--- src/logic/bwt_defines.vh ---
`ifndef BWT_DEFINES_VH
`define BWT_DEFINES_VH

// ----------------------------------------------------------------
// Register indices (byte address is four times the index)
// ----------------------------------------------------------------
`define BWT_IDX_W          12
`define BWT_IDX_RSTAT      12'h285
`define BWT_IDX_ICFG       12'h286
`define BWT_IDX_CTRL       12'h28C
`define BWT_IDX_IRQST      12'h2A0
`define BWT_IDX_IRQMSK     12'h2A1

// ----------------------------------------------------------------
// Control register fields
// ----------------------------------------------------------------
`define BWT_FLAG_BIT       7
`define BWT_MODE_HI        6
`define BWT_MODE_LO        5
`define BWT_EN_BIT         4
`define BWT_PER_HI         3
`define BWT_PER_LO         0

`define BWT_MODE_TIMER     2'h0
`define BWT_MODE_RESET     2'h1
`define BWT_MODE_INT       2'h2
`define BWT_MODE_DUAL      2'h3

`define BWT_MODE_RST_VAL   2'h0
`define BWT_PER_RST_VAL    4'h0

// ----------------------------------------------------------------
// Routing, reset status and interrupt status fields
// ----------------------------------------------------------------
`define BWT_ROUTE_HI       1
`define BWT_ROUTE_LO       0
`define BWT_ROUTE_OFF      2'h0
`define BWT_ROUTE_LINE5    2'h1
`define BWT_RSTFLAG_BIT    0

`define BWT_IRQ_W          3
`define BWT_IRQ_TIMEOUT    0
`define BWT_IRQ_WDREQ      1
`define BWT_IRQ_HARDRST    2

// ----------------------------------------------------------------
// Timing
// ----------------------------------------------------------------
`define BWT_CLK_PERIOD_NS  50
`define BWT_TICK_US        125000
`define BWT_TICK_CYCLES    (`BWT_TICK_US * 1000 / `BWT_CLK_PERIOD_NS)
`define BWT_HRST_CYCLES    8

`endif

--- src/logic/bwt_board_watchdog.v ---
// Notes on behaviour
// - Bit 7 of the control register is a sticky expired flag cleared by writing 1.
// - Bits 6 to 5 pick timer, reset, interrupt or dual-stage mode as 00, 01, 10, 11.
// - Bit 4 enables when idle, retriggers when running, and reads 1 while running.
// - Bits 3 to 0 give a period of 0.125 s times two to the power of the code.
// - After power-on the watchdog is idle and takes no action until enabled.
// - While running, writes that would disable it or change its setup are ignored.
// - While running, each write of 1 to bit 4 restarts the count.
// - On expiry the flag is set in every mode in the same cycle as the mode action.
// - Timer mode expiry stops the watchdog; restart needs the flag cleared before or with the enable.
// - Reset mode expiry forces a hard reset and the flag survives it.
// - Interrupt mode expiry requests an interrupt if routed and stops the watchdog.
// - Dual-stage first expiry requests an interrupt if routed and reloads the count itself.
// - Dual-stage second expiry without a retrigger forces a hard reset.
// - The routing field gates the interrupt: 00 off, 01 line 5, others reserved.
// - A watchdog reset sets a reset status bit cleared by writing 1.
//
// The APB slave port was decided locally.
`timescale 1ns/1ns

`include "bwt_defines.vh"

module bwt_board_watchdog #(
  parameter TICK_CYCLES = `BWT_TICK_CYCLES,
  parameter TICK_W      = 22,
  parameter HRST_CYCLES = `BWT_HRST_CYCLES,
  parameter HRST_W      = 4
) (
  // Clock and power-on reset
  input  wire        clock,
  input  wire        rst_n,
  // APB slave
  input  wire [13:0] paddr,
  input  wire        psel,
  input  wire        penable,
  input  wire        pwrite,
  input  wire [31:0] pwdata,
  input  wire [3:0]  pstrb,
  output wire [31:0] prdata,
  output wire        pready,
  output wire        pslverr,
  // Board side
  output wire        irq,
  output wire        hardResetReq,
  output wire        watchdogEnabled
);

  // ----------------------------------------------------------------
  // Constants
  // ----------------------------------------------------------------
  localparam [31:0] TICK_LAST32 = TICK_CYCLES - 1;
  localparam [31:0] HRST_LOAD32 = HRST_CYCLES;

  // ----------------------------------------------------------------
  // State
  // ----------------------------------------------------------------
  reg                  enabled_q;
  reg [1:0]            mode_q;
  reg [3:0]            period_q;
  reg                  expired_q;
  reg                  stage_q;
  reg [TICK_W-1:0]     tickCnt_q;
  reg [15:0]           periodCnt_q;
  reg [1:0]            route_q;
  reg                  rstFlag_q;
  reg [`BWT_IRQ_W-1:0] irqSt_q;
  reg [`BWT_IRQ_W-1:0] irqMask_q;
  reg [HRST_W-1:0]     hrstCnt_q;
  reg [31:0]           prdata_q;
  reg                  ready_q;

  // ----------------------------------------------------------------
  // Bus decode
  // ----------------------------------------------------------------
  wire [`BWT_IDX_W-1:0] idx;
  wire                  hitCtrl;
  wire                  hitRstat;
  wire                  hitIcfg;
  wire                  hitIrqSt;
  wire                  hitIrqMsk;
  wire                  hitAny;
  wire                  access;
  wire                  wrAcc;
  wire                  wrCtrl;
  wire                  wrRstat;
  wire                  wrIcfg;
  wire                  wrIrqSt;
  wire                  wrIrqMsk;

  assign idx       = paddr[13:2];
  assign hitCtrl   = (idx == `BWT_IDX_CTRL);
  assign hitRstat  = (idx == `BWT_IDX_RSTAT);
  assign hitIcfg   = (idx == `BWT_IDX_ICFG);
  assign hitIrqSt  = (idx == `BWT_IDX_IRQST);
  assign hitIrqMsk = (idx == `BWT_IDX_IRQMSK);
  assign hitAny    = hitCtrl | hitRstat | hitIcfg | hitIrqSt | hitIrqMsk;

  // No wait state: pready comes in the first access cycle, and read data
  // is captured from the setup address so that prdata comes from a flop
  assign access    = psel & penable & ready_q;
  assign wrAcc     = access & pwrite & pstrb[0] & hitAny;
  assign wrCtrl    = wrAcc & hitCtrl;
  assign wrRstat   = wrAcc & hitRstat;
  assign wrIcfg    = wrAcc & hitIcfg;
  assign wrIrqSt   = wrAcc & hitIrqSt;
  assign wrIrqMsk  = wrAcc & hitIrqMsk;

  assign pready    = psel & penable & ready_q;
  assign pslverr   = psel & penable & ready_q & ~hitAny;
  assign prdata    = prdata_q;

  // ----------------------------------------------------------------
  // Watchdog events
  // ----------------------------------------------------------------
  wire        tick;
  wire [15:0] periodLast;
  wire        timeout;
  wire        kick;
  wire        enReq;
  wire        isDual;
  wire        stopMode;
  wire        hardFire;
  wire        irqFire;

  // Wide prescaler keeps the period counter at 16 bits
  assign tick       = (tickCnt_q == TICK_LAST32[TICK_W-1:0]);
  assign periodLast = (16'h0001 << period_q) - 16'h0001;
  assign timeout    = enabled_q & tick & (periodCnt_q == periodLast);
  // Retrigger while running
  assign kick       = wrCtrl & pwdata[`BWT_EN_BIT] & enabled_q;
  // Enable refused while the expired flag would stay set
  assign enReq      = wrCtrl & pwdata[`BWT_EN_BIT] & ~enabled_q &
                      (~expired_q | pwdata[`BWT_FLAG_BIT]);
  assign isDual     = (mode_q == `BWT_MODE_DUAL);
  assign stopMode   = (mode_q == `BWT_MODE_TIMER) |
                      (mode_q == `BWT_MODE_INT);
  assign hardFire   = timeout & ((mode_q == `BWT_MODE_RESET) |
                      (isDual & stage_q));
  assign irqFire    = timeout & (route_q == `BWT_ROUTE_LINE5) &
                      ((mode_q == `BWT_MODE_INT) |
                       (isDual & ~stage_q));

  // ----------------------------------------------------------------
  // Prescaler and period counter
  // ----------------------------------------------------------------
  // An expiry wins over a kick in the same cycle; both reload from zero
  always @(posedge clock) begin
    if (!rst_n) begin
      tickCnt_q   <= {TICK_W{1'b0}};
      periodCnt_q <= 16'h0000;
    end else if (!enabled_q || timeout || kick || enReq) begin
      // Every expiry reloads from zero; stopping modes also drop enable
      tickCnt_q   <= {TICK_W{1'b0}};
      periodCnt_q <= 16'h0000;
    end else if (tick) begin
      tickCnt_q   <= {TICK_W{1'b0}};
      periodCnt_q <= periodCnt_q + 16'h0001;
    end else begin
      tickCnt_q   <= tickCnt_q + {{(TICK_W-1){1'b0}}, 1'b1};
    end
  end

  // ----------------------------------------------------------------
  // Control register
  // ----------------------------------------------------------------
  always @(posedge clock) begin
    if (!rst_n) begin
      enabled_q <= 1'b0;
      mode_q    <= `BWT_MODE_RST_VAL;
      period_q  <= `BWT_PER_RST_VAL;
    end else begin
      // Setup is frozen while running; a zero in bit 4 never disables
      if (wrCtrl && !enabled_q) begin
        mode_q   <= pwdata[`BWT_MODE_HI:`BWT_MODE_LO];
        period_q <= pwdata[`BWT_PER_HI:`BWT_PER_LO];
      end
      if (enReq) begin
        enabled_q <= 1'b1;
      end else if (timeout && stopMode) begin
        enabled_q <= 1'b0;
      end
    end
  end

  // Expiry wins over a clear in the same cycle
  always @(posedge clock) begin
    if (!rst_n) begin
      expired_q <= 1'b0;
    end else if (timeout) begin
      expired_q <= 1'b1;
    end else if (wrCtrl && pwdata[`BWT_FLAG_BIT]) begin
      expired_q <= 1'b0;
    end
  end

  // Dual-stage: set by the first expiry, cleared by the second expiry or by a software retrigger
  always @(posedge clock) begin
    if (!rst_n) begin
      stage_q <= 1'b0;
    end else if (timeout && isDual) begin
      stage_q <= ~stage_q;
    end else if (kick || enReq) begin
      stage_q <= 1'b0;
    end
  end

  // ----------------------------------------------------------------
  // Hard reset request, reset status and routing
  // ----------------------------------------------------------------
  // Only the power-on reset rst_n resets this block, so the flag survives the board reset
  always @(posedge clock) begin
    if (!rst_n) begin
      hrstCnt_q <= {HRST_W{1'b0}};
    end else if (hardFire) begin
      hrstCnt_q <= HRST_LOAD32[HRST_W-1:0];
    end else if (hrstCnt_q != {HRST_W{1'b0}}) begin
      hrstCnt_q <= hrstCnt_q - {{(HRST_W-1){1'b0}}, 1'b1};
    end
  end

  assign hardResetReq = (hrstCnt_q != {HRST_W{1'b0}});

  always @(posedge clock) begin
    if (!rst_n) begin
      rstFlag_q <= 1'b0;
    end else if (hardFire) begin
      rstFlag_q <= 1'b1;
    end else if (wrRstat && pwdata[`BWT_RSTFLAG_BIT]) begin
      rstFlag_q <= 1'b0;
    end
  end

  always @(posedge clock) begin
    if (!rst_n) begin
      route_q <= `BWT_ROUTE_OFF;
    end else if (wrIcfg) begin
      route_q <= pwdata[`BWT_ROUTE_HI:`BWT_ROUTE_LO];
    end
  end

  // ----------------------------------------------------------------
  // Interrupt status and mask
  // ----------------------------------------------------------------
  wire [`BWT_IRQ_W-1:0] irqEvt;
  wire [`BWT_IRQ_W-1:0] irqClr;

  assign irqEvt = {hardFire, irqFire, timeout};
  assign irqClr = wrIrqSt ? pwdata[`BWT_IRQ_W-1:0] : {`BWT_IRQ_W{1'b0}};

  always @(posedge clock) begin
    if (!rst_n) begin
      irqSt_q   <= {`BWT_IRQ_W{1'b0}};
      irqMask_q <= {`BWT_IRQ_W{1'b0}};
    end else begin
      // New events win over a write-one clear
      irqSt_q <= irqEvt | (irqSt_q & ~irqClr);
      if (wrIrqMsk) begin
        irqMask_q <= pwdata[`BWT_IRQ_W-1:0];
      end
    end
  end

  assign irq             = |(irqSt_q & irqMask_q);
  assign watchdogEnabled = enabled_q;

  // ----------------------------------------------------------------
  // Read data
  // ----------------------------------------------------------------
  reg [31:0] rdData;

  always @* begin
    rdData = 32'h00000000;
    if (hitCtrl) begin
      rdData[`BWT_FLAG_BIT]              = expired_q;
      rdData[`BWT_MODE_HI:`BWT_MODE_LO]  = mode_q;
      rdData[`BWT_EN_BIT]                = enabled_q;
      rdData[`BWT_PER_HI:`BWT_PER_LO]    = period_q;
    end else if (hitRstat) begin
      rdData[`BWT_RSTFLAG_BIT]           = rstFlag_q;
    end else if (hitIcfg) begin
      rdData[`BWT_ROUTE_HI:`BWT_ROUTE_LO] = route_q;
    end else if (hitIrqSt) begin
      rdData[`BWT_IRQ_W-1:0]             = irqSt_q;
    end else if (hitIrqMsk) begin
      rdData[`BWT_IRQ_W-1:0]             = irqMask_q;
    end
  end

  // Capture in the setup cycle so prdata comes from a flop
  always @(posedge clock) begin
    if (!rst_n) begin
      prdata_q <= 32'h00000000;
      ready_q  <= 1'b0;
    end else begin
      ready_q <= psel & ~penable;
      if (psel && !penable && !pwrite) begin
        prdata_q <= rdData;
      end
    end
  end

endmodule // bwt_board_watchdog

--- config.mk ---
export PLATFORM = sky130hd
export DESIGN_NAME = bwt_board_watchdog
export DESIGN_NICKNAME = d
export VERILOG_FILES = /design/src/logic/bwt_board_watchdog.v
export VERILOG_INCLUDE_DIRS = /design/src /design/src/logic
export SDC_FILE = /design/constraint.sdc
export NUM_CORES = 1
export LEC_CHECK = 0
export ABC_AREA = 1
export BUFFER_PORTS_ARGS = -buffer_cell sky130_fd_sc_hd__buf_4
export CAP_MARGIN = 40
export CELL_PAD_IN_SITES_DETAIL_PLACEMENT = 0
export CELL_PAD_IN_SITES_GLOBAL_PLACEMENT = 2
export CORE_MARGIN = 8
export CORE_UTILIZATION = 26
export CTS_CLUSTER_DIAMETER = 50
export CTS_CLUSTER_SIZE = 30
export DETAILED_ROUTE_END_ITERATION = 7
export HOLD_SLACK_MARGIN = 0.05
export PLACE_DENSITY_LB_ADDON = 0.1
export SETUP_SLACK_MARGIN = 0.05
export SYNTH_ARGS = -nofsm -noshare
export SYNTH_HDL_FRONTEND = slang
export SYNTH_SLANG_ARGS = --single-unit
--- constraint.sdc ---
create_clock -name clock -period 2.32 [get_ports clock]
set_input_delay 0.116 -clock clock [delete_from_list [all_inputs] [get_ports clock]]
set_output_delay 0.116 -clock clock [all_outputs]
set_load 0.05 [all_outputs]
# After elaboration in Yosys (flattened, before gate mapping)
# Cells that the tools add are included.
# Widths: inputs -> output; s select.
word_totals:
  reg_bits: 69
  latch_bits: 0
  mem_bits_rw: 0
  mem_bits_ro: 0
  inputBits: 55
  output_inout_bits: 37
  elab_cells: 116
  mem_count: 0
classes:
  add_sub_neg: 4
  n_mul: 0
  div: 0
  n_lt_le_gt_ge: 0
  eq_ne: 11
  n_shift: 1
  mux: 19
  n_bitwise: 41
  reduce_logical: 25
ops:
  columns: ["cell", "n"]
  rows:
  - ["$eq 12x10->1 const B", 5]
  - ["$and 1x1->1", 23]
  - ["$add 22x1->22 const B", 1]
  - ["$eq 22x22->1 const B", 1]
  - ["$add 16x1->16 const B", 1]
  - ["$eq 16x16->1", 1]
  - ["$shl 1x4->16 const A", 1]
  - ["$sub 16x1->16 const B", 1]
  - ["$mux 3", 4]
  - ["$mux 1", 10]
  - ["$reduce_bool 2->1", 5]
  - ["$mux 4", 2]
  - ["$or 1x1->1", 8]
  - ["$logic_and 1x1->1", 7]
  - ["$and 3x3->3", 2]
  - ["$not 1->1", 6]
  - ["$reduce_or 3->1", 2]
  - ["$mux 5", 1]
  - ["$eq 2x1->1 const B", 2]
  - ["$eq 2x2->1 const B", 2]
  - ["$logic_or 1x1->1", 4]
  - ["$mux 2", 2]
  - ["$reduce_bool 4->1", 1]
  - ["$reduce_or 2->1", 2]
  - ["5 further kinds", 7]

# Depth between registers and ports, before layout
depth:
  word_depth: 13
  depth_mapped: 16
  depth_no_buf: 15

# Worst setup path after synthesis
# Ideal clock, no wire load.
synth_timing:
  kind: "flip-flop to flip-flop"
  startpoint: "register period_q[1]"
  endpoint: "register tickCnt_q[15]"
  setup_ps: 128
  arrival_ps: 2145
  required_time_ps: 2192
  setup_slack_ps: 47
  path_stages_with_launch: 16
  path_buffers: 2
  period_less_slack_ps: 2273
  cell_sequence: "dfxtp_1 -> buf_2 -> nor2_1 -> nand2_1 -> ha_1 -> xor2_1 -> nand3_1 -> nor2_1 -> nand2_1 -> nor2_1 -> nand3_1 -> nor2_2 -> nand2_2 -> nand4_2 -> buf_4 -> nor3_2"
synth_between:
  elab_chain_cells: 8
synth_lines:
  columns: ["item", "line", "rtl"]
  rows:
  - ["from (decl)", "bwt_board_watchdog.v:59", "reg [3:0] period_q;"]
  - ["from (signal assigned)", "bwt_board_watchdog.v:170", "period_q <= `BWT_PER_RST_VAL;"]
  - ["from (signal assigned)", "bwt_board_watchdog.v:175", "period_q <= pwdata[`BWT_PER_HI:`BWT_PER_LO];"]
  - ["$shl 1x4->16", "bwt_board_watchdog.v:127", "assign periodLast = (16'h0001 << period_q) - 16'h0001;"]
  - ["$sub 16x1->16", "bwt_board_watchdog.v:127", null]
  - ["$eq 16x16->1", "bwt_board_watchdog.v:128", "assign timeout = enabled_q & tick & (periodCnt_q == periodLast);"]
  - ["$and 1x1->1", "bwt_board_watchdog.v:128", null]
  - ["$logic_or 1x1->1 (3 in series)", "bwt_board_watchdog.v:151", "end else if (!enabled_q || timeout || kick || enReq) begin"]
  - ["$reduce_or 3->1 (no line)", null, null]
  - ["to (signal assigned)", "bwt_board_watchdog.v:149", "tickCnt_q <= {TICK_W{1'b0}};"]
  - ["to (signal assigned)", "bwt_board_watchdog.v:153", "tickCnt_q <= {TICK_W{1'b0}};"]
  - ["to (signal assigned)", "bwt_board_watchdog.v:156", "tickCnt_q <= {TICK_W{1'b0}};"]
  - ["to (decl)", "bwt_board_watchdog.v:62", "reg [TICK_W-1:0] tickCnt_q;"]
# No other way between the ends.
# A chain may end at the register's enable or synchronous reset.

# Worst setup path in the final report
layout_timing:
  startpoint: "register period_q[3]"
  endpoint: "register tickCnt_q[3]"
# Same word-level chain as after synthesis.

==> results.ini <==
[run_status]
run_status = finished, final reports clean

[sta]
hold_viol = 0
drv_slew = 0
fmax_mhz = 465
whs_ns = 0.0714
rsz0062_at_grt = yes
relSlewSlack = 0.544
setup_viol_count_final = 0
final.setup.tns_ns = 0
fin_crit_ns = 2.15
period_share = 0.927
worst-slew-pin-transition_ns = 0.684
fin_skew_ns = 0.00899

[routing]
drt-initial-drc-count = 206
dr_wl_met3_um = 714
dr.pass1.iters = 4
wl_met1_mm = 6.61
wl_met2_mm = 6.09
vias = 4373
ant_nets = 0
viasPerCell = 4.44
routed_wl_mm = 13.6
routedWlPerCell_um = 13.8
drcViolationCount = 0
highest_layer = met4

[die]
fp.dieArea_mm2 = 0.0209
initial_core_util = 0.263
die_x_um = 145
row_count = 47
die_h_um = 145
coreArea_mm2 = 0.0163
pin_count = 92

[grt]
grt_pass1_wl_mm = 21.1
grt_max_degree = 21
grt_pass1_vias = 4131
grt_use_total = 0.132
grt.overflow.total = 0
antenna_found_initial = 0

[cts]
clock_path_buffers = 2
cts-root-buf = clkbuf_16
ctsHtreeMaxLevel = 3
clk_latency_ns = 0.34
clk_pin_slew_ns = 0.06
clkSinkCount = 69
cts_made_buffers = 9
cts_tree = built

[yosys]
yosys.area.top_type_share = 0.322
synth_seq_cells = 69
synth_area_leader_cell = dfxtp_1
seq_area_frac_synth = 0.322
synth_area_mm2 = 0.00429
synth_fa_ha_area_frac = 0.0146
synth_compound_area_frac = 0.102
synth_xor_area_frac = 0.0245
yosysWarningCount = 0
syn_inst = 675
ys_top_cells_by_area = dfxtp_1, nand2_1, nor2_1, inv_1, nand3_1
syn_area_per_cell_um2 = 6.36
ys_types = 37
synthMuxAreaShare = 0
synth_simple_gate_area_frac = 0.401
synth_top_family_by_area = simple AND/OR/NAND/NOR gates

[layout]
drive_gt1_frac = 0.220
syn_to_final_growth_pct = 32.4
fin_cells = 984
layout_commonest_cell = nand2_1
nNetsFinal = 819
final_cell_mix = nand2_1, nor2_1, inv_1
fin_area_mm2 = 0.00568
num_antenna_cells = 0
fillCellCount = 1803
final_util = 0.348

[setup_path]
crit_type = reg -> reg
crit_required_ns = 2.55
crit_path_start_kind = flip-flop
cp_data_arrival_time_ns = 2.38
cpMaxStageDelayCell = dfxtp_2
worstPathCellList = nor2_4 > nand3_2 > ha_4 > xor2_2 > nand3_1 > nor2_1 > nand2_1 > nor2_2 > nand3_2 > nor2_4 > nand2_4 > nand4_4 > clkbuf_16 > nor3_1
endpoint_kind = flip-flop
cpPeakStageDelay_ns = 0.33
worst-path-buf-inv = 1
cp_max_fo = 5
critPathTopFamily = simple AND/OR/NAND/NOR gates

[placed_design]
post_dp_cell_area_mm2 = 0.00499
place.gp.congestion = 0.815
placedCellCount = 955
dp_hpwl_mm = 10.6
port_buffers = 38

[power]
p_leak_nw = 2.33
peakVddDrop_uv = 328
pwr_density_cell_mw_per_mm2 = 565

[hold_path]
holdCritPathClass = in -> reg

[flow_run]
maxCapViolCount = 0

## power by group
group          internal [mW]  switching [mW]  leakage [nW]  total, mW
logic                  0.138           0.302          1.62      0.440
registers               1.22          0.0257         0.559       1.25
clock network          0.973           0.549         0.152       1.52
## flip-flops by register name, summed over array words and instances, names as in the netlist
register         count
irqSt_q              3
irqMask_q            3
periodCnt_q         16
rstFlag_q            1
tickCnt_q           22
hrstCnt_q            4
prdata               8
route_q              2
expired_q            1
period_q             4
ready_q              1
mode_q               2
watchdogEnabled      1
stage_q              1
## what timing repair did
action	in CTS	in global routing
buffers inserted	6	3
hold endpoints to repair	1	0
hold buffers	2	0
pin swaps	6	13
setup endpoints to repair	44	49
gates resized for setup	19	39
gates cloned	1	1
## cell families (layout without fill, tap and decap cells)
| family | count (synthesis) | in the layout |
|---|---|---|
| other | 1 | 24 |
| buffers and inverters | 128 | 194 |
| adder cells (fa/ha/maj) | 5 | 5 |
| AO/OA/AOI/OAI | 77 | 77 |
| flip-flops | 69 | 69 |
| XOR/XNOR | 12 | 12 |
| AND/OR/NAND/NOR | 383 | 383 |
## synthesized netlist by cell type
cell type,number
nand4_1,21
nor2_2,3
o21ai_0,20
xnor2_1,2
nor3_1,15
nor3_2,7
nor2_4,2
buf_2,2
o31ai_1,2
conb_1,1
xor2_1,10
or2_2,7
and2_1,1
o22ai_1,2
nand3b_1,4
nand3_1,56
buf_4,27
nor2_1,103
nor3b_1,2
nor4_1,2
nand4_2,1
a31oi_1,3
a211oi_1,12
clkbuf_1,6
nand2b_1,1
a21oi_1,35
o211ai_1,1
nand2_1,154
nor4b_1,1
nand3_2,1
inv_1,89
ha_1,5
dfxtp_1,69
inv_2,4
nand2_2,2
o221ai_1,1
o2111ai_1,1
## through the flow
stage / setup WS (ns) / total power, mW
after detailed placement: -0.0584 / 1.71
after CTS: 0.0541 / 3.27
final: 0.169 / 3.21
after global routing: 0.00853 / 3.37
after global placement: -0.0220 / 1.70
after floorplan: 0.136 / 1.63
## routing by layer
layer | GRT usage | vias to the layer above
li1 | - | 2307
met1 | 0.164 | 1971
met2 | 0.218 | 81
met3 | 0.0317 | 14
met4 | 0.0465 | 0
met5 | 0 | -
## tightest hold or removal path, cell delays in order
cell	delay, ns
buf_4	0.11
nor2_1	0.09
a211oi_1	0.05
## final timing paths
path	startpoint	to	slack, ns	cells past startpoint
setup / recovery	period_q[3]	tickCnt_q[3]	0.17	14
hold reg to reg	expired_q	prdata[7]	0.46	2
hold / removal	pwdata[5]	mode_q[0]	0.07	3
setup reg to reg	period_q[3]	tickCnt_q[3]	0.17	14
## layout make-up
cell class | instances | area (um^2) | area share
Clock buffer | 11 | 243 | 0.0427
Clock inverter | 5 | 83.8 | 0.0147
Inverter | 93 | 349 | 0.0614
Multi-Input combinational cell | 501 | 2630 | 0.463
Sequential cell | 69 | 1390 | 0.244
Tap cell | 220 | 275 | 0.0484
Timing Repair Buffer | 85 | 713 | 0.125
No activity file was read; power rests on OpenSTA's default activity.
